<file path="src/pkg/aeb_consts.svh">
// Purpose: constants of the arithmetic, compare, skip and branch execution unit
// Assumes: one 20 MHz core clock, operands delivered already decoded
// Notes: flag positions follow the core status byte (I T H S V N Z C)
// Functional notes
// - add registers, optional carry-in, full flag update
// - subtract registers, optional borrow, full flag update
// - subtract constant, optional borrow, full flags
// - conjunction; Z N V S only, C H kept
// - inclusive/exclusive disjunction; Z N V S only
// - set mask bits by disjunction, Z N V S
// - clear mask bits using FFh minus constant
// - test register against itself, value unchanged
// - compares set all arithmetic flags, no write
// - equal compare skips next, one/two cycles
// - register bit test skips, one/two cycles
// - I/O bit test skips, one/two cycles
// - flag branch target PC plus offset plus one
// - unsigned via carry; equal zero; sign negative
// - signed branches use negative xor overflow
// - branches on half-carry, transfer bit, overflow
// - branches on global interrupt enable flag
`ifndef AEB_CONSTS_SVH
`define AEB_CONSTS_SVH

`define AEB_PC_W 12
`define AEB_PC_RST 12'h000
`define AEB_PC_STEP 12'h001
`define AEB_SKIP_SHORT 12'h002
`define AEB_SKIP_LONG 12'h003
`define AEB_FLAGS_RST 8'h00
`define AEB_MASK_ALL 8'hFF
`define AEB_F_C 0
`define AEB_F_Z 1
`define AEB_F_N 2
`define AEB_F_V 3
`define AEB_F_S 4
`define AEB_F_H 5
`define AEB_F_T 6
`define AEB_F_I 7
`define AEB_CYC_ONE 3'h1
`define AEB_CYC_TAKEN 3'h2
`define AEB_CYC_JUMP 3'h2
`define AEB_CYC_CALL 3'h3
`define AEB_CYC_RET 3'h4
`define AEB_STACK_AW 2

`endif

</file>
<file path="src/pkg/aeb_pkg.sv">
// Purpose: types of the execution unit
// Assumes: widths are written out here; the constants header is not included
// Notes: operation codes are a decoded form, not instruction words
package aeb_pkg;
	typedef enum logic [4:0] {
		OP_NOP = 5'h00,
		OP_ADD = 5'h01,
		OP_ADD_CARRY = 5'h02,
		OP_SUB = 5'h03,
		OP_DIFFERENCE_WITH_BORROW = 5'h04,
		OP_IMMEDIATE_DIFFERENCE = 5'h05,
		OP_IMMEDIATE_BORROW_DIFFERENCE = 5'h06,
		OP_AND = 5'h07,
		OP_IMMEDIATE_CONJUNCTION = 5'h08,
		OP_OR = 5'h09,
		OP_IMMEDIATE_DISJUNCTION = 5'h0A,
		OP_EXCLUSIVE_DISJUNCTION = 5'h0B,
		OP_SET_MASK_BITS = 5'h0C,
		OP_CLEAR_MASK_BITS = 5'h0D,
		OP_ZERO_MINUS_CHECK = 5'h0E,
		OP_COMPARE_REGISTERS = 5'h0F,
		OP_COMPARE_WITH_BORROW = 5'h10,
		OP_IMMEDIATE_COMPARE = 5'h11,
		OP_EQUAL_COMPARE_SKIP = 5'h12,
		OP_SKIP_ON_REGISTER_BIT_LOW = 5'h13,
		OP_SKIP_ON_REGISTER_BIT_HIGH = 5'h14,
		OP_SKIP_ON_IO_BIT_LOW = 5'h15,
		OP_SKIP_ON_IO_BIT_HIGH = 5'h16,
		OP_FLAG_SET_BRANCH = 5'h17,
		OP_FLAG_CLEAR_BRANCH = 5'h18,
		OP_RELATIVE_JUMP = 5'h19,
		OP_RELATIVE_SUBROUTINE_CALL = 5'h1A,
		OP_SUBROUTINE_RETURN = 5'h1B,
		OP_INTERRUPT_RETURN = 5'h1C
	} aeb_op_t;

	typedef enum logic [1:0] {
		ST_READY = 2'b01,
		ST_WAIT = 2'b10
	} aeb_state_t;
endpackage

</file>
<file path="src/hdl/aeb_stack.sv">
// Purpose: return-address stack of the execution unit
// Assumes: push and pop never asserted together
// Notes: circular; overflow silently overwrites the oldest entry
`timescale 1ns/1ps
`include "aeb_consts.svh"
module aeb_stack (
	input wire logic clk,
	input wire logic rst,
	input wire logic push,
	input wire logic pop,
	input wire logic [`AEB_PC_W-1:0] push_data,
	output logic [`AEB_PC_W-1:0] top_q
);
	logic [`AEB_PC_W-1:0] mem_q [0:(1<<`AEB_STACK_AW)-1];
	logic [`AEB_STACK_AW-1:0] ptr_q;
	logic [`AEB_STACK_AW-1:0] below;

	assign below = ptr_q - 2'd2;

	// entries carry no reset; only the pointer and the top copy need one
	always_ff @(posedge clk) begin
		if (push) begin
			mem_q[ptr_q] <= push_data;
		end
	end

	// pointer moves with push and pop, wrapping on overflow
	always_ff @(posedge clk or posedge rst) begin
		if (rst) begin
			ptr_q <= '0;
		end else if (push) begin
			ptr_q <= ptr_q + 2'd1;
		end else if (pop) begin
			ptr_q <= ptr_q - 2'd1;
		end
	end

	// registered copy of the top entry, so a pop sees it without a read cycle
	always_ff @(posedge clk or posedge rst) begin
		if (rst) begin
			top_q <= `AEB_PC_RST;
		end else if (push) begin
			top_q <= push_data;
		end else if (pop) begin
			top_q <= mem_q[below];
		end
	end
endmodule // aeb_stack

</file>
<file path="src/hdl/aeb_exec.sv">
// Purpose: executes arithmetic, logic, compare, skip and relative branch operations
// Assumes: operands and decoded operation come from same-clock core logic
// Notes: an operation is taken when INSTR_VALID and INSTR_READY are both high
`timescale 1ns/1ps
`include "aeb_consts.svh"
module aeb_exec
	import aeb_pkg::*;
(
	input wire logic CLOCK,
	input wire logic RESET,
	input wire logic INSTR_VALID,
	input wire aeb_op_t OP,
	input wire logic [4:0] DST_ADDR,
	input wire logic [7:0] RD_DATA,
	input wire logic [7:0] RR_DATA,
	input wire logic [7:0] IMM_K,
	input wire logic [2:0] BIT_SEL,
	input wire logic [2:0] FLAG_SEL,
	input wire logic [`AEB_PC_W-1:0] OFFSET,
	input wire logic [7:0] IO_DATA,
	input wire logic SKIP_LONG,
	output logic INSTR_READY,
	output logic WB_VALID,
	output logic [4:0] WB_ADDR,
	output logic [7:0] WB_DATA,
	output logic [7:0] FLAGS,
	output logic [`AEB_PC_W-1:0] PC
);
	aeb_state_t state_q;
	logic [2:0] cnt_q;
	logic [2:0] cyc_d;
	logic acc;
	logic [7:0] opb;
	logic [8:0] sum;
	logic [7:0] res;
	logic [7:0] flags_d;
	logic is_add, is_sub, is_logic, writes, cin_used;
	logic skip, take;
	logic [`AEB_PC_W-1:0] pc_d;
	logic [`AEB_PC_W-1:0] stack_top;
	logic push, pop;

	assign acc = INSTR_VALID && INSTR_READY;

	// operand selection: register, constant, inverted mask or self
	always_comb begin
		opb = RR_DATA;
		unique case (OP)
			OP_IMMEDIATE_DIFFERENCE, OP_IMMEDIATE_BORROW_DIFFERENCE, OP_IMMEDIATE_CONJUNCTION,
			OP_IMMEDIATE_DISJUNCTION, OP_SET_MASK_BITS, OP_IMMEDIATE_COMPARE: opb = IMM_K;
			OP_CLEAR_MASK_BITS: opb = `AEB_MASK_ALL - IMM_K;
			OP_ZERO_MINUS_CHECK: opb = RD_DATA;
			default: opb = RR_DATA;
		endcase
	end

	// operation classes
	always_comb begin
		is_add = (OP == OP_ADD) || (OP == OP_ADD_CARRY);
		is_sub = (OP == OP_SUB) || (OP == OP_DIFFERENCE_WITH_BORROW) || (OP == OP_IMMEDIATE_DIFFERENCE)
			|| (OP == OP_IMMEDIATE_BORROW_DIFFERENCE) || (OP == OP_COMPARE_REGISTERS)
			|| (OP == OP_COMPARE_WITH_BORROW) || (OP == OP_IMMEDIATE_COMPARE);
		is_logic = (OP == OP_AND) || (OP == OP_IMMEDIATE_CONJUNCTION) || (OP == OP_OR)
			|| (OP == OP_IMMEDIATE_DISJUNCTION) || (OP == OP_EXCLUSIVE_DISJUNCTION)
			|| (OP == OP_SET_MASK_BITS) || (OP == OP_CLEAR_MASK_BITS) || (OP == OP_ZERO_MINUS_CHECK);
		cin_used = (OP == OP_ADD_CARRY) || (OP == OP_DIFFERENCE_WITH_BORROW)
			|| (OP == OP_IMMEDIATE_BORROW_DIFFERENCE) || (OP == OP_COMPARE_WITH_BORROW);
		// compares compute only flags, nothing is written back
		writes = (is_add || is_sub || is_logic) && (OP != OP_COMPARE_REGISTERS)
			&& (OP != OP_COMPARE_WITH_BORROW) && (OP != OP_IMMEDIATE_COMPARE);
	end

	// datapath: one nine-bit adder serves both add and subtract
	always_comb begin
		sum = 9'h000;
		res = 8'h00;
		if (is_add) begin
			sum = {1'b0, RD_DATA} + {1'b0, opb} + {8'h00, cin_used & FLAGS[`AEB_F_C]};
			res = sum[7:0];
		end else if (is_sub) begin
			sum = {1'b0, RD_DATA} - {1'b0, opb} - {8'h00, cin_used & FLAGS[`AEB_F_C]};
			res = sum[7:0];
		end else begin
			unique case (OP)
				OP_AND, OP_IMMEDIATE_CONJUNCTION, OP_CLEAR_MASK_BITS, OP_ZERO_MINUS_CHECK:
					res = RD_DATA & opb;
				OP_OR, OP_IMMEDIATE_DISJUNCTION, OP_SET_MASK_BITS: res = RD_DATA | opb;
				OP_EXCLUSIVE_DISJUNCTION: res = RD_DATA ^ opb;
				default: res = 8'h00;
			endcase
		end
	end

	// flag update; logic ops leave carry and half-carry alone
	always_comb begin
		flags_d = FLAGS;
		if (is_add) begin
			flags_d[`AEB_F_C] = sum[8];
			flags_d[`AEB_F_H] = (RD_DATA[3] & opb[3]) | (opb[3] & ~res[3]) | (~res[3] & RD_DATA[3]);
			flags_d[`AEB_F_V] = (RD_DATA[7] & opb[7] & ~res[7]) | (~RD_DATA[7] & ~opb[7] & res[7]);
		end else if (is_sub) begin
			flags_d[`AEB_F_C] = (~RD_DATA[7] & opb[7]) | (opb[7] & res[7]) | (res[7] & ~RD_DATA[7]);
			flags_d[`AEB_F_H] = (~RD_DATA[3] & opb[3]) | (opb[3] & res[3]) | (res[3] & ~RD_DATA[3]);
			flags_d[`AEB_F_V] = (RD_DATA[7] & ~opb[7] & ~res[7]) | (~RD_DATA[7] & opb[7] & res[7]);
		end else if (is_logic) begin
			flags_d[`AEB_F_V] = 1'b0;
		end
		if (is_add || is_sub || is_logic) begin
			flags_d[`AEB_F_Z] = (res == 8'h00);
			flags_d[`AEB_F_N] = res[7];
			flags_d[`AEB_F_S] = res[7] ^ flags_d[`AEB_F_V];
		end
		if (OP == OP_INTERRUPT_RETURN) begin
			flags_d[`AEB_F_I] = 1'b1;
		end
	end

	// skip and branch decisions
	always_comb begin
		skip = 1'b0;
		take = 1'b0;
		unique case (OP)
			OP_EQUAL_COMPARE_SKIP: skip = (RD_DATA == RR_DATA);
			OP_SKIP_ON_REGISTER_BIT_LOW: skip = ~RR_DATA[BIT_SEL];
			OP_SKIP_ON_REGISTER_BIT_HIGH: skip = RR_DATA[BIT_SEL];
			OP_SKIP_ON_IO_BIT_LOW: skip = ~IO_DATA[BIT_SEL];
			OP_SKIP_ON_IO_BIT_HIGH: skip = IO_DATA[BIT_SEL];
			// any flag, so C, Z, N, S, H, T, V and I branches all share this path
			OP_FLAG_SET_BRANCH: take = FLAGS[FLAG_SEL];
			OP_FLAG_CLEAR_BRANCH: take = ~FLAGS[FLAG_SEL];
			default: begin
				skip = 1'b0;
				take = 1'b0;
			end
		endcase
	end

	// next program counter and cycle count
	always_comb begin
		pc_d = PC + `AEB_PC_STEP;
		cyc_d = `AEB_CYC_ONE;
		if (skip) begin
			pc_d = PC + (SKIP_LONG ? `AEB_SKIP_LONG : `AEB_SKIP_SHORT);
			cyc_d = `AEB_CYC_TAKEN;
		end else if (take) begin
			pc_d = PC + OFFSET + `AEB_PC_STEP;
			cyc_d = `AEB_CYC_TAKEN;
		end else if (OP == OP_RELATIVE_JUMP) begin
			pc_d = PC + OFFSET + `AEB_PC_STEP;
			cyc_d = `AEB_CYC_JUMP;
		end else if (OP == OP_RELATIVE_SUBROUTINE_CALL) begin
			pc_d = PC + OFFSET + `AEB_PC_STEP;
			cyc_d = `AEB_CYC_CALL;
		end else if ((OP == OP_SUBROUTINE_RETURN) || (OP == OP_INTERRUPT_RETURN)) begin
			pc_d = stack_top;
			cyc_d = `AEB_CYC_RET;
		end
	end

	assign push = acc && (OP == OP_RELATIVE_SUBROUTINE_CALL);
	assign pop = acc && ((OP == OP_SUBROUTINE_RETURN) || (OP == OP_INTERRUPT_RETURN));

	// return address is the word after the call
	aeb_stack u_stack (
		.clk(CLOCK),
		.rst(RESET),
		.push(push),
		.pop(pop),
		.push_data(PC + `AEB_PC_STEP),
		.top_q(stack_top)
	);

	// busy sequencing: multi-cycle operations hold off the next one
	always_ff @(posedge CLOCK or posedge RESET) begin
		if (RESET) begin
			state_q <= ST_READY;
			cnt_q <= 3'h0;
			INSTR_READY <= 1'b1;
		end else begin
			unique case (state_q)
				ST_READY: begin
					if (acc && (cyc_d != `AEB_CYC_ONE)) begin
						state_q <= ST_WAIT;
						cnt_q <= cyc_d - 3'h1;
						INSTR_READY <= 1'b0;
					end
				end
				ST_WAIT: begin
					cnt_q <= cnt_q - 3'h1;
					if (cnt_q == 3'h1) begin
						state_q <= ST_READY;
						INSTR_READY <= 1'b1;
					end
				end
			endcase
		end
	end

	// program counter and flags change at the accepting edge
	always_ff @(posedge CLOCK or posedge RESET) begin
		if (RESET) begin
			PC <= `AEB_PC_RST;
			FLAGS <= `AEB_FLAGS_RST;
		end else if (acc) begin
			PC <= pc_d;
			FLAGS <= flags_d;
		end
	end

	// write-back strobe is one cycle wide
	always_ff @(posedge CLOCK or posedge RESET) begin
		if (RESET) begin
			WB_VALID <= 1'b0;
			WB_ADDR <= 5'h00;
			WB_DATA <= 8'h00;
		end else begin
			WB_VALID <= acc && writes;
			if (acc && writes) begin
				WB_ADDR <= DST_ADDR;
				WB_DATA <= res;
			end
		end
	end

	// helpers for the checks below
	logic [7:0] chk_sum, chk_clear_mask;
	logic [`AEB_PC_W-1:0] chk_tgt;
	assign chk_sum = RD_DATA + RR_DATA;
	assign chk_clear_mask = RD_DATA & ~IMM_K;
	assign chk_tgt = PC + OFFSET + `AEB_PC_STEP;
	logic [7:0] chk_add_carry, chk_sub_borrow, chk_sub_const, chk_or, chk_xor, chk_set_mask;
	logic chk_reg_bit, chk_io_bit, chk_flag;
	assign chk_add_carry = RD_DATA + RR_DATA + {7'h00, FLAGS[`AEB_F_C]};
	assign chk_sub_borrow = RD_DATA - RR_DATA - {7'h00, FLAGS[`AEB_F_C]};
	assign chk_sub_const = RD_DATA - IMM_K;
	assign chk_or = RD_DATA | RR_DATA;
	assign chk_xor = RD_DATA ^ RR_DATA;
	assign chk_set_mask = RD_DATA | IMM_K;
	// bit and flag picks, so skip and branch checks need no index inside $past
	assign chk_reg_bit = RR_DATA[BIT_SEL];
	assign chk_io_bit = IO_DATA[BIT_SEL];
	assign chk_flag = FLAGS[FLAG_SEL];

	a_add_result: assert property (@(posedge CLOCK) disable iff (RESET)
		acc && OP == OP_ADD |=> WB_VALID && WB_DATA == $past(chk_sum))
		else $error("add result wrong");
	a_sub_borrow: assert property (@(posedge CLOCK) disable iff (RESET)
		acc && OP == OP_SUB |=> FLAGS[`AEB_F_C] == ($past(RD_DATA) < $past(RR_DATA)))
		else $error("subtract carry wrong");
	a_logic_keeps: assert property (@(posedge CLOCK) disable iff (RESET)
		acc && is_logic |=> FLAGS[`AEB_F_C] == $past(FLAGS[`AEB_F_C]) && FLAGS[`AEB_F_H] == $past(FLAGS[`AEB_F_H])
			&& !FLAGS[`AEB_F_V])
		else $error("logic op disturbed carry flags");
	a_mask_clear: assert property (@(posedge CLOCK) disable iff (RESET)
		acc && OP == OP_CLEAR_MASK_BITS |=> WB_DATA == $past(chk_clear_mask))
		else $error("mask clear wrong");
	a_compare_nowrite: assert property (@(posedge CLOCK) disable iff (RESET)
		acc && (OP == OP_COMPARE_REGISTERS || OP == OP_IMMEDIATE_COMPARE) |=> !WB_VALID)
		else $error("compare wrote a register");
	a_skip_timing: assert property (@(posedge CLOCK) disable iff (RESET)
		acc && OP == OP_EQUAL_COMPARE_SKIP && RD_DATA == RR_DATA && !SKIP_LONG
		|=> PC == $past(PC) + `AEB_SKIP_SHORT && !INSTR_READY ##1 INSTR_READY)
		else $error("equal skip wrong");
	a_branch_target: assert property (@(posedge CLOCK) disable iff (RESET)
		acc && take |=> PC == $past(chk_tgt) && !INSTR_READY ##1 INSTR_READY)
		else $error("branch target or timing wrong");
	a_signed_less: assert property (@(posedge CLOCK) disable iff (RESET)
		acc && OP == OP_FLAG_SET_BRANCH && FLAG_SEL == 3'(`AEB_F_S) |->
			take == (FLAGS[`AEB_F_N] ^ FLAGS[`AEB_F_V]))
		else $error("signed branch decision wrong");
	a_call_cycles: assert property (@(posedge CLOCK) disable iff (RESET)
		acc && OP == OP_RELATIVE_SUBROUTINE_CALL |=> !INSTR_READY [*2] ##1 INSTR_READY)
		else $error("call not three cycles");
	a_interrupt_return_enable: assert property (@(posedge CLOCK) disable iff (RESET)
		acc && OP == OP_INTERRUPT_RETURN |=> FLAGS[`AEB_F_I] && !INSTR_READY [*3] ##1 INSTR_READY)
		else $error("interrupt return wrong");

	// arithmetic results; carry-in and borrow come from the flag before the op
	a_carry_add: assert property (@(posedge CLOCK) disable iff (RESET)
		acc && OP == OP_ADD_CARRY |=> WB_VALID && WB_DATA == $past(chk_add_carry))
		else $error("add with carry result wrong");
	a_borrow_sub: assert property (@(posedge CLOCK) disable iff (RESET)
		acc && OP == OP_DIFFERENCE_WITH_BORROW |=> WB_VALID && WB_DATA == $past(chk_sub_borrow))
		else $error("subtract with borrow result wrong");
	a_const_sub: assert property (@(posedge CLOCK) disable iff (RESET)
		acc && OP == OP_IMMEDIATE_DIFFERENCE |=> WB_VALID && WB_DATA == $past(chk_sub_const)
			&& FLAGS[`AEB_F_C] == ($past(RD_DATA) < $past(IMM_K)))
		else $error("constant subtract wrong");

	// logic results, or and exclusive or also checking overflow cleared, then immediate compare flags
	a_or_result: assert property (@(posedge CLOCK) disable iff (RESET)
		acc && OP == OP_OR |=> WB_DATA == $past(chk_or) && !FLAGS[`AEB_F_V])
		else $error("or result wrong");
	a_xor_result: assert property (@(posedge CLOCK) disable iff (RESET)
		acc && OP == OP_EXCLUSIVE_DISJUNCTION |=> WB_DATA == $past(chk_xor) && !FLAGS[`AEB_F_V])
		else $error("exclusive or result wrong");
	a_mask_set: assert property (@(posedge CLOCK) disable iff (RESET)
		acc && OP == OP_SET_MASK_BITS |=> WB_DATA == $past(chk_set_mask))
		else $error("mask set wrong");
	a_test_keeps: assert property (@(posedge CLOCK) disable iff (RESET)
		acc && OP == OP_ZERO_MINUS_CHECK |=> WB_DATA == $past(RD_DATA)
			&& FLAGS[`AEB_F_Z] == ($past(RD_DATA) == 8'h00) && FLAGS[`AEB_F_N] == $past(RD_DATA[7]))
		else $error("register test wrong");
	a_compare_flags: assert property (@(posedge CLOCK) disable iff (RESET)
		acc && OP == OP_IMMEDIATE_COMPARE |=> FLAGS[`AEB_F_C] == ($past(RD_DATA) < $past(IMM_K))
			&& FLAGS[`AEB_F_Z] == ($past(RD_DATA) == $past(IMM_K)))
		else $error("compare flags wrong");

	// skips jump two or three words with one wait cycle; no skip is a plain step
	a_skip_long: assert property (@(posedge CLOCK) disable iff (RESET)
		acc && OP == OP_EQUAL_COMPARE_SKIP && RD_DATA == RR_DATA && SKIP_LONG
		|=> PC == $past(PC) + `AEB_SKIP_LONG && !INSTR_READY ##1 INSTR_READY)
		else $error("long equal skip wrong");
	a_noskip_step: assert property (@(posedge CLOCK) disable iff (RESET)
		acc && OP == OP_EQUAL_COMPARE_SKIP && RD_DATA != RR_DATA
		|=> PC == $past(PC) + `AEB_PC_STEP && INSTR_READY)
		else $error("unequal compare skipped");
	a_regbit_skip: assert property (@(posedge CLOCK) disable iff (RESET)
		acc && !SKIP_LONG && ((OP == OP_SKIP_ON_REGISTER_BIT_LOW && !chk_reg_bit)
			|| (OP == OP_SKIP_ON_REGISTER_BIT_HIGH && chk_reg_bit))
		|=> PC == $past(PC) + `AEB_SKIP_SHORT && !INSTR_READY)
		else $error("register bit skip wrong");
	a_iobit_skip: assert property (@(posedge CLOCK) disable iff (RESET)
		acc && !SKIP_LONG && ((OP == OP_SKIP_ON_IO_BIT_LOW && !chk_io_bit)
			|| (OP == OP_SKIP_ON_IO_BIT_HIGH && chk_io_bit))
		|=> PC == $past(PC) + `AEB_SKIP_SHORT && !INSTR_READY)
		else $error("io bit skip wrong");

	// branches: untaken is one plain step, named conditions watch one flag each
	a_branch_untaken: assert property (@(posedge CLOCK) disable iff (RESET)
		acc && ((OP == OP_FLAG_SET_BRANCH && !chk_flag) || (OP == OP_FLAG_CLEAR_BRANCH && chk_flag))
		|=> PC == $past(PC) + `AEB_PC_STEP && INSTR_READY)
		else $error("untaken branch moved");
	a_carry_branch: assert property (@(posedge CLOCK) disable iff (RESET)
		acc && OP == OP_FLAG_CLEAR_BRANCH && FLAG_SEL == 3'(`AEB_F_C) && !FLAGS[`AEB_F_C]
		|=> PC == $past(chk_tgt))
		else $error("same or higher branch wrong");
	a_half_branch: assert property (@(posedge CLOCK) disable iff (RESET)
		acc && OP == OP_FLAG_CLEAR_BRANCH && FLAG_SEL == 3'(`AEB_F_H) && !FLAGS[`AEB_F_H]
		|=> PC == $past(chk_tgt))
		else $error("half carry branch wrong");
	a_enabled_branch: assert property (@(posedge CLOCK) disable iff (RESET)
		acc && OP == OP_FLAG_SET_BRANCH && FLAG_SEL == 3'(`AEB_F_I) && FLAGS[`AEB_F_I]
		|=> PC == $past(chk_tgt))
		else $error("interrupt enabled branch wrong");

	// jump and return; the popped address is compared only at the first cycle
	a_jump_cycles: assert property (@(posedge CLOCK) disable iff (RESET)
		acc && OP == OP_RELATIVE_JUMP |=> PC == $past(chk_tgt) && !INSTR_READY ##1 INSTR_READY)
		else $error("jump target or timing wrong");
	a_return_pc: assert property (@(posedge CLOCK) disable iff (RESET)
		acc && OP == OP_SUBROUTINE_RETURN
		|=> PC == $past(stack_top) && !INSTR_READY ##1 !INSTR_READY [*2] ##1 INSTR_READY)
		else $error("return address or timing wrong");

	c_skip: cover property (@(posedge CLOCK) disable iff (RESET) acc && skip);
	c_branch: cover property (@(posedge CLOCK) disable iff (RESET) acc && take);
	c_call_ret: cover property (@(posedge CLOCK) disable iff (RESET)
		push ##[1:20] pop);
	c_carry: cover property (@(posedge CLOCK) disable iff (RESET) acc && OP == OP_ADD_CARRY && FLAGS[`AEB_F_C]);
endmodule // aeb_exec

</file>
<file path="config.mk">
export PLATFORM = sky130hd
export DESIGN_NAME = aeb_exec
export DESIGN_NICKNAME = d
export VERILOG_FILES = /design/src/pkg/aeb_pkg.sv /design/src/hdl/aeb_stack.sv /design/src/hdl/aeb_exec.sv
export VERILOG_INCLUDE_DIRS = /design/src /design/src/pkg
export SDC_FILE = /design/constraint.sdc
export NUM_CORES = 1
export LEC_CHECK = 0
export BUFFER_PORTS_ARGS = -buffer_cell sky130_fd_sc_hd__buf_2
export CAP_MARGIN = 20
export CORE_UTILIZATION = 59
export CTS_CLUSTER_DIAMETER = 150
export DETAILED_ROUTE_END_ITERATION = 8
export PLACE_DENSITY = 0.81
export SYNTH_ARGS = -nofsm -noshare
export SYNTH_HDL_FRONTEND = slang
export SYNTH_SLANG_ARGS = --single-unit
</file>
<file path="constraint.sdc">
create_clock -name CLOCK -period 4 [get_ports CLOCK]
set_input_delay 1.2 -clock CLOCK [delete_from_list [all_inputs] [get_ports CLOCK]]
set_output_delay 1.2 -clock CLOCK [all_outputs]
set_load 0.01 [all_outputs]
</file>
* Word-level counts from Yosys, hierarchy flattened *
Memory sizes are Yosys's and may differ from the RTL's.
Cells that the tools add are included.

operators by class
  add/subtract/negate cells = 14
  $lt $le $gt $ge = 2
  eq/ne operators = 38
  muxes and demuxes = 44
  bitwise operators = 37
  reductions and logical operators = 38

operator list
  kind                   count
  $mux 12                7
  $eq 5x5->1 const B     13
  $pmux 8 s3             2
  $eq 5x4->1 const B     8
  $add 12x1->12 const B  2
  $eq 5x3->1 const B     4
  $logic_or 1x1->1       20
  $mux 3                 6
  $and 1x1->1            17
  $mux 8                 2
  $mux 1                 15
  $add 12x12->12         1
  $add 12x2->12          1
  $eq 5x2->1 const B     2
  $ne 5x5->1 const B     2
  $add 8x8->9            1
  $add 9x1->9            1
  $bmux 1 s3             3
  $and 8x8->8            1
  $eq 8x8->1             1
  $logic_and 1x1->1      8
  $logic_not 8->1        1
  $lt 3x4->1 const B     2
  $mux 2                 4
  other kinds (28)       49

word-level totals
  flip-flop bits (word level) = 53
  memory bits (writable) = 48
  input bits = 64
  output and inout port bits = 35
  logic and storage cells = 187
  memories = 1

memory list
  name           words  bits a word  rd ports  clocked after memory_dff  write ports  line             source
  u_stack.mem_q  4      12           1         0                         1            aeb_stack.sv:14  logic [`AEB_PC_W-1:0] mem_q [0:(1<<`AEB_STACK_AW)-1];

* Depth between registers and ports, before layout *
Gate-level depths: netlist (run 1).

  depth after elaboration = 15
  depth in mapped cells = 18
  mapped depth without buffers = 16

* Hierarchy *
Synthesis (run 1) repeated with hierarchy kept, for this count alone.

unflattened totals
  cells, all modules = 767
  area, all modules = 7412.1 um^2

by module, submodules not included
  module     instances  cells an instance  area each (um^2)  seq. area each (um^2)
  aeb_exec   1          630                4956.0            952.2
  aeb_stack  1          137                2456.1            1791.7

* Worst setup path before layout (run 1) *
OpenSTA, ideal clock, no wires.

  path type = in2reg
  start point = input port OP[2]
  end point = register FLAGS[4]
  library setup time = 95 ps
  arrival = 4742 ps
  data required time = 3905 ps
  slack = -838 ps
  cell stages on the path = 17
  buffers on the path = 3
  cell sequence = buf_2 buf_2 buf_1 xnor2_1 o221a_2 a21oi_1 a221o_1 fa_1 inv_1 ha_1 o21a_1 o311a_1 mux2i_1 and3_1 o211ai_2 and3_1 o31ai_1

on the way
  cells in the longest elaborated chain, start to end = 15
  elaborated cells between the ends (all ways) = 68
  those cells by class = 4 x add/sub; 17 x eq/ne; 7 x mux; 17 x bitwise; 23 x reduce/logical

RTL lines
  what                                                                  line             source
  start: declaration                                                    aeb_exec.sv:12   input wire aeb_op_t OP,
  parallel branches: the longest is 15 deep, another holds $sub 8x8->8  -
  end signal: assignment                                                aeb_exec.sv:203  FLAGS <= `AEB_FLAGS_RST;
  end signal: assignment                                                aeb_exec.sv:206  FLAGS <= flags_d;
  end: declaration                                                      aeb_exec.sv:26   output logic [7:0] FLAGS,

Several ways; the timed one is not identified.
A chain may end at the register's enable or synchronous reset.

* Final worst setup path (run 1) *
  start point = input port OP[3]
  end point = register FLAGS[1]

on the way
  cells in the longest elaborated chain, start to end = 10
  elaborated cells between the ends (all ways) = 53
  those cells by class = 4 x add/sub; 17 x eq/ne; 4 x mux; 4 x bitwise; 24 x reduce/logical

RTL lines
  what
  parallel branches: the longest is 10 deep, another holds $sub 8x8->8

Several ways; the timed one is not identified.

==> impl_metrics.py, run 1 <==
metrics = {
    "status": {
        "status": "finished with violations",
        "violations": "setup timing",
    },
    "sta": {
        "relSlewSlack_pct": 36.6,
        "setup_viol": 10,
        "fin_crit_sh_pct": 111,
        "hold_slack_ns": 0.488,
        "layout_min_cycle_time_ns": 4.46,
        "drv_slew": 0,
        "setup_tns_ns": -3.49,
        "max_clock_freq_mhz": 224,
        "grt_setup_unrepaired": "true",
        "setup_slack_ns": -0.459,
        "hold_violations": 0,
        "worst_pin_slew_ns": 0.952,
        "finClkSkew_ns": 0.00928,
    },
    "pwr": {
        "power_density_mw_per_mm2": 510,
        "leakage_nw": 4.46,
        "finalPower_w": 0.00506,
        "max-vdd-ir-drop_v": 0.000452,
    },
    "grt": {
        "grt_pass1_wl_mm": 36.7,
        "grt_remaining_overflow": 0,
        "grt.total_usage_pct": 35.7,
        "antenna_found_initial": 0,
        "grt_max_degree": 34,
        "grt_pass1_vias": 7340,
    },
    "cells_and_area": {
        "instances_no_fill": 1164,
        "area_delta_synth_final_pct": 31.7,
        "final_layout_size_suffix_gt1_share_pct": 36.2,
        "diodes": 0,
        "layout.nets": 1108,
    },
    "detailed_routing": {
        "num_vias": 7351,
        "dr.pass1.iters": 6,
        "drt_iter0_drc": 725,
        "final_antenna_net_count": 0,
        "wl_per_cell_um": 19.9,
        "viasPerCell": 6.32,
        "drc": 0,
        "routed_wl_mm": 23.2,
    },
    "clock_network": {
        "hold_buffers": 0,
        "clk_pin_slew_ns": 0.07,
        "h-tree-depth": 3,
        "cts_root_buffer": "clkbuf_16",
        "clock_path_buffers": 2,
        "cts_tree": "built",
        "cts.sinks": 100,
        "clock_latency_ns": 0.35,
        "cts_made_buffers": 9,
    },
    "critical_path": {
        "crit_required_ns": 4.25,
        "cp_max_fo": 5,
        "crit_type": "primary input to flip-flop",
        "crit_arrival_ns": 4.70,
        "cp-start-kind": "primary input",
        "critPathCaptureType": "flip-flop",
    },
    "place": {
        "port_buffers": 97,
        "dpl_worst_slack_ns": -0.864,
        "gp_congestion": 0.958,
        "dp_hpwl_mm": 17.1,
        "dp.cells": 1127,
    },
    "synthesis": {
        "synth_area_leaders": "edfxtp_1 (19%), dfrtp_1 (17%), ha_1 (8.0%)",
        "ys_ff_latch": 100,
        "ys_types": 76,
        "synth-async-reset-ratio_pct": 52.0,
        "seq_area_frac_synth_pct": 36.4,
        "syn_nets": 901,
        "syn-instance-count": 784,
        "yosys.area.top_type": "edfxtp_1",
        "syn_area_mm2": 0.00754,
        "synth.most_common_cell": "nand2_1",
        "synth_top_flop_cell": "dfrtp_1",
        "synth_top_area_share_pct": 19.1,
        "syn_area_per_cell_um2": 9.61,
        "ys_warn_count": 0,
        "synth_common_cells": "nand2_1 (81), nor2_1 (55), inv_1 (53)",
        "synth_edf_count": 48,
    },
    "die": {
        "pin_count": 99,
        "die_x_um": 115,
        "die_h_um": 115,
        "dieArea_mm2": 0.0132,
        "num_rows": 40,
        "coreArea_mm2": 0.0122,
        "initial_core_util_pct": 61.7,
    },
    "run": {
        "maxCapViolCount": 0,
    },
    "min_path": {
        "hold_class": "flip-flop to flip-flop",
    },
}
[power by group]
part	switching, W	internal (W)
clock network	0.000395	0.000430
registers	0.000348	0.00139
logic	0.00134	0.00116
[cell usage in the layout, fill, tap and decap left out, drive strengths merged, types with 9 or more instances in the layout]
cell,n
nand4,11
nor2,55
and3,11
buf,237
ha,48
a31oi,9
clkbuf,9
nand2b,11
dfrtp,51
a21oi,51
xor2,21
nor3,22
mux2i,30
a221o,10
nand2,81
nor2b,9
o21ai,33
edfxtp,48
nand3,12
mux4,17
inv,54
xnor2,23
[layer usage]
metal	vias up	wire, um	global-route usage [%]
met5	-	0	0
met1	3553	9090	44.2
li1	3306	-	-
met4	0	877	13.8
met2	404	11300	60.6
met3	88	1930	8.38
[cells by family (layout without fill, tap and decap cells)]
kind of cell / Yosys count / in the layout / share of synthesized area, %
adders and majority gates: 53 / 53 / 9.30
buffers and inverters: 95 / 307 / 5.35
muxes: 53 / 53 / 10.1
AOI/OAI and AO/OA: 184 / 184 / 17.1
xor gates and xnor gates: 44 / 44 / 5.11
other: 1 / 1 / 0.0498
DFF: 100 / 100 / 36.4
and+or+nand+nor: 254 / 254 / 16.5
[critical path, cell delays in order]
cell and delay, ns:
buf_8 0.10, or3b_4 0.42, a21oi_4 0.17, a21oi_4 0.08, buf_6 0.13, buf_6 0.12
a221oi_4 0.30, nand2_2 0.12, ha_4 0.30, inv_4 0.04, ha_4 0.16, or2_4 0.22
o311a_4 0.38, mux2i_4 0.20, and3_4 0.18, nor2_1 0.18, nor2_1 0.08, o41ai_2 0.32
[what timing repair did]
item,4_1_cts,5_1_grt
gates resized for setup,41,39
pin swaps,29,29
setup endpoints to repair,12,13
endpoints found under the hold margin,0,0
setup buffers,13,10
[worst paths after layout]
check                                start          to  slack [ns]  cells past startpoint
worst max-delay path                 OP[3]    FLAGS[1]       -0.46                     18
worst min-delay path            WB_DATA[0]  WB_DATA[0]        0.49                      2
worst max register to register    FLAGS[0]    FLAGS[1]        0.80                     12
worst min register to register  WB_DATA[0]  WB_DATA[0]        0.49                      2
max in group asynchronous            RESET  state_q[0]        2.24                      3
min in group asynchronous            RESET  WB_ADDR[0]        0.97                      2
[registers in the layout, summed over array words and instances (netlist names)]
name	count
cnt_q	3
state_q	2
PC	12
WB_ADDR	5
u_stack.mem_q	48
WB_DATA	8
FLAGS	7
u_stack.top_q	12
u_stack.ptr_q	2
WB_VALID	1
[final cells by class]
type / instances / area [um2]
tap: 168 / 210
clock inverter: 7 / 62.6
clock buffer: 9 / 225
timing repair buffer: 237 / 1600
inverter: 54 / 205
fill: 736 / 2280
multi-input combinational: 589 / 4880
sequential: 100 / 2740
[stage by stage]
stage / util (%) / instance area (um2)
2_1_floorplan: - / 7730
3_3_place_gp: 74.5 / 9100
3_5_place_dp: 74.5 / 9100
4_1_cts: 78.8 / 9620
5_1_grt: 81.3 / 9930
6_report: 81.3 / 9930
Power figures use the tool's default switching activity.
==> inputs of run 2 (changes only) <==
CORE_UTILIZATION = 64   (was 59)
PLACE_DENSITY = 0.87   (was 0.81)
clock period = 5.7 ns   (was 4 ns; I/O delays follow)
==> impl_metrics.py, run 2 (synthesis gave the netlist of run 1 again) <==
metrics = {
    "sta": {
        "worst_pin_slew_ns": 1.09,
        "setup_slack_ns": 0.370,
        "drv_slew": 0,
        "hold_violations": 0,
        "relSlewSlack_pct": 26.5,
        "setup_tns_ns": 0,
        "fin_crit_sh_pct": 93.5,
        "grt_setup_unrepaired": "false",
        "finClkSkew_ns": 0.00880,
        "layout_min_cycle_time_ns": 5.33,
        "setup_viol": 0,
        "max_clock_freq_mhz": 188,
    },
    "run": {
        "maxCapViolCount": 0,
    },
    "pwr": {
        "combPwrFrac_pct": 44.6,
        "power_density_mw_per_mm2": 393,
        "pwr-share-clk_pct": 18.9,
        "power_switching_w": 0.00138,
        "finalPower_w": 0.00334,
        "p_seq_share_pct": 36.6,
        "leakage_nw": 3.80,
        "p_int_w": 0.00196,
        "max-vdd-ir-drop_v": 0.000299,
        "switching_share_pct": 41.2,
    },
    "grt": {
        "grt_max_degree": 53,
        "grt_pass1_vias": 6830,
        "antenna_found_initial": 2,
        "grt_pass1_wl_mm": 34.3,
        "grt_remaining_overflow": 0,
        "grt.total_usage_pct": 35.8,
    },
    "clock_network": {
        "clock_latency_ns": 0.35,
        "h-tree-depth": 3,
        "clock_path_buffers": 2,
        "cts_setup_buffers": 0,
        "hold_buffers": 0,
        "cts_tree": "built",
        "cts_made_buffers": 9,
        "cts-resized-gates": 0,
        "cts_root_buffer": "clkbuf_16",
        "cts.sinks": 100,
        "clk_pin_slew_ns": 0.07,
    },
    "min_path": {
        "min_path_cells": 2,
        "hold_class": "flip-flop to flip-flop",
    },
    "status": {
        "status": "completed",
    },
    "place": {
        "dpl_worst_slack_ns": 0.0311,
        "gp_congestion": 0.979,
        "port_buffers": 97,
        "placed_cell_area_mm2": 0.00816,
        "dp_hpwl_mm": 15.8,
    },
    "detailed_routing": {
        "num_vias": 6952,
        "routed_wl_mm": 21.2,
        "viasPerCell": 6.80,
        "wl_per_cell_um": 20.8,
        "drt_iter0_drc": 825,
        "drc": 0,
        "dr.pass1.iters": 6,
        "final_antenna_net_count": 0,
    },
    "critical_path": {
        "cp.depth": 16,
        "critPathCaptureType": "flip-flop",
        "crit_path_end": "FLAGS[3]",
        "cp_cell_sequence": "buf_2 > or3b_1 > a21oi_1 > a21oi_1 > buf_4 > a221o_1 > ha_1 > inv_1 > ha_1 > nor4_1 > a2111oi_0 > buf_4 > and3_1 > o211ai_2 > mux2i_1 > o21ai_0",
        "timing.rr.end": "FLAGS[4]",
        "cp-start-kind": "primary input",
        "crit_arrival_ns": 5.56,
        "crit_path_start": "OP[3]",
        "cp_max_fo": 10,
        "critPathBufInv": 4,
        "rrSetupSlack_ns": 2.54,
        "critPathSlowestCell": "a221o_1",
        "cp_slowest_stage_delay_ns": 0.44,
        "critical_path.top_delay_family": "compound AO/OA/AOI/OAI gates",
        "r2r_cells": 12,
        "crit_required_ns": 5.93,
        "crit_type": "primary input to flip-flop",
        "r2r_start": "FLAGS[0]",
    },
    "cells_and_area": {
        "max_flop_register": "u_stack.mem_q",
        "final_layout_size_suffix_gt1_share_pct": 20.0,
        "layout.nets": 990,
        "layout_commonest_cell": "buf_2",
        "reg_top3": "u_stack.mem_q x48, PC x12, u_stack.top_q x12",
        "final_cell_mix": "buf_2 (97), nand2_1 (81), nor2_1 (55)",
        "fill_cells": 803,
        "largest_reg_flops": 48,
        "final_area_mm2": 0.00850,
        "area_delta_synth_final_pct": 12.7,
    },
    "die": {
        "die_x_um": 111,
        "initial_core_util_pct": 65.7,
        "pin_count": 99,
        "dieArea_mm2": 0.0122,
        "num_rows": 39,
        "coreArea_mm2": 0.0115,
        "die_h_um": 111,
    },
}
## run 2: cell types whose count changed in the layout (fill, tap and decap cells not counted), sizes merged
cell,previous run,this run
buf,237,119
diode,0,1
inv,54,56
clkinv,6,3
bufinv,0,1
## run 2: power by group through the flow
stage / combinational, W / clock (W) / sequential (W)
detailed placement: 0.00144 / 0 / 0.00122
floorplan: 0.00103 / 0 / 0.00116
global placement: 0.00137 / 0 / 0.00120
global route: 0.00163 / 0.000662 / 0.00124
CTS: 0.00146 / 0.000630 / 0.00121
finish: 0.00149 / 0.000630 / 0.00122
## run 2: worst min-delay path by stage
stage	startpoint	to	slack, ns
2_1_floorplan	cnt_q[2]	cnt_q[2]	0.47
3_3_place_gp	WB_ADDR[2]	WB_ADDR[2]	0.46
3_5_place_dp	WB_ADDR[2]	WB_ADDR[2]	0.46
4_1_cts	WB_ADDR[4]	WB_ADDR[4]	0.48
5_1_grt	WB_ADDR[2]	WB_ADDR[2]	0.49
6_report	WB_ADDR[3]	WB_ADDR[3]	0.48
## run 2: area by class of cell
type | count | area [um2] | share of cell area, %
antenna | 1 | 2.50 | 0.0294
clock buffer | 9 | 225 | 2.65
clock inverter | 7 | 80.1 | 0.942
inverter | 54 | 203 | 2.39
multi-input combinational | 589 | 4390 | 51.7
sequential | 100 | 2740 | 32.3
tap | 143 | 179 | 2.11
timing repair buffer | 119 | 671 | 7.89
## run 2: worst register-to-register path, cell delays in order (launching register included)
cell	delay [ns]
dfrtp_1	0.45
nand3_1	0.16
inv_1	0.07
fa_1	0.52
inv_1	0.07
ha_1	0.18
o21a_1	0.20
o311a_1	0.40
mux2i_1	0.24
and3_1	0.28
o211ai_2	0.14
and3_1	0.18
o31ai_1	0.19
## run 2: through the flow
stage	hold WS (ns)	std cells	util, %
after floorplan	0.474	784	-
after global placement	0.456	1003	71.1
after detailed placement	0.456	1003	71.1
after CTS	0.481	1019	73.8
after global routing	0.495	1021	74.1
final	0.484	1022	74.1
## run 2: layer usage
metal / track usage, % / wire length, um / part of all wire, % / up-vias
li1: - / - / - / 3067
met1: 44.9 / 8040 / 38 / 3310
met2: 59.5 / 10100 / 48 / 474
met3: 8.01 / 2210 / 10 / 99
met4: 15.5 / 831 / 3.9 / 2
met5: 0 / 8 / 0.038 / -
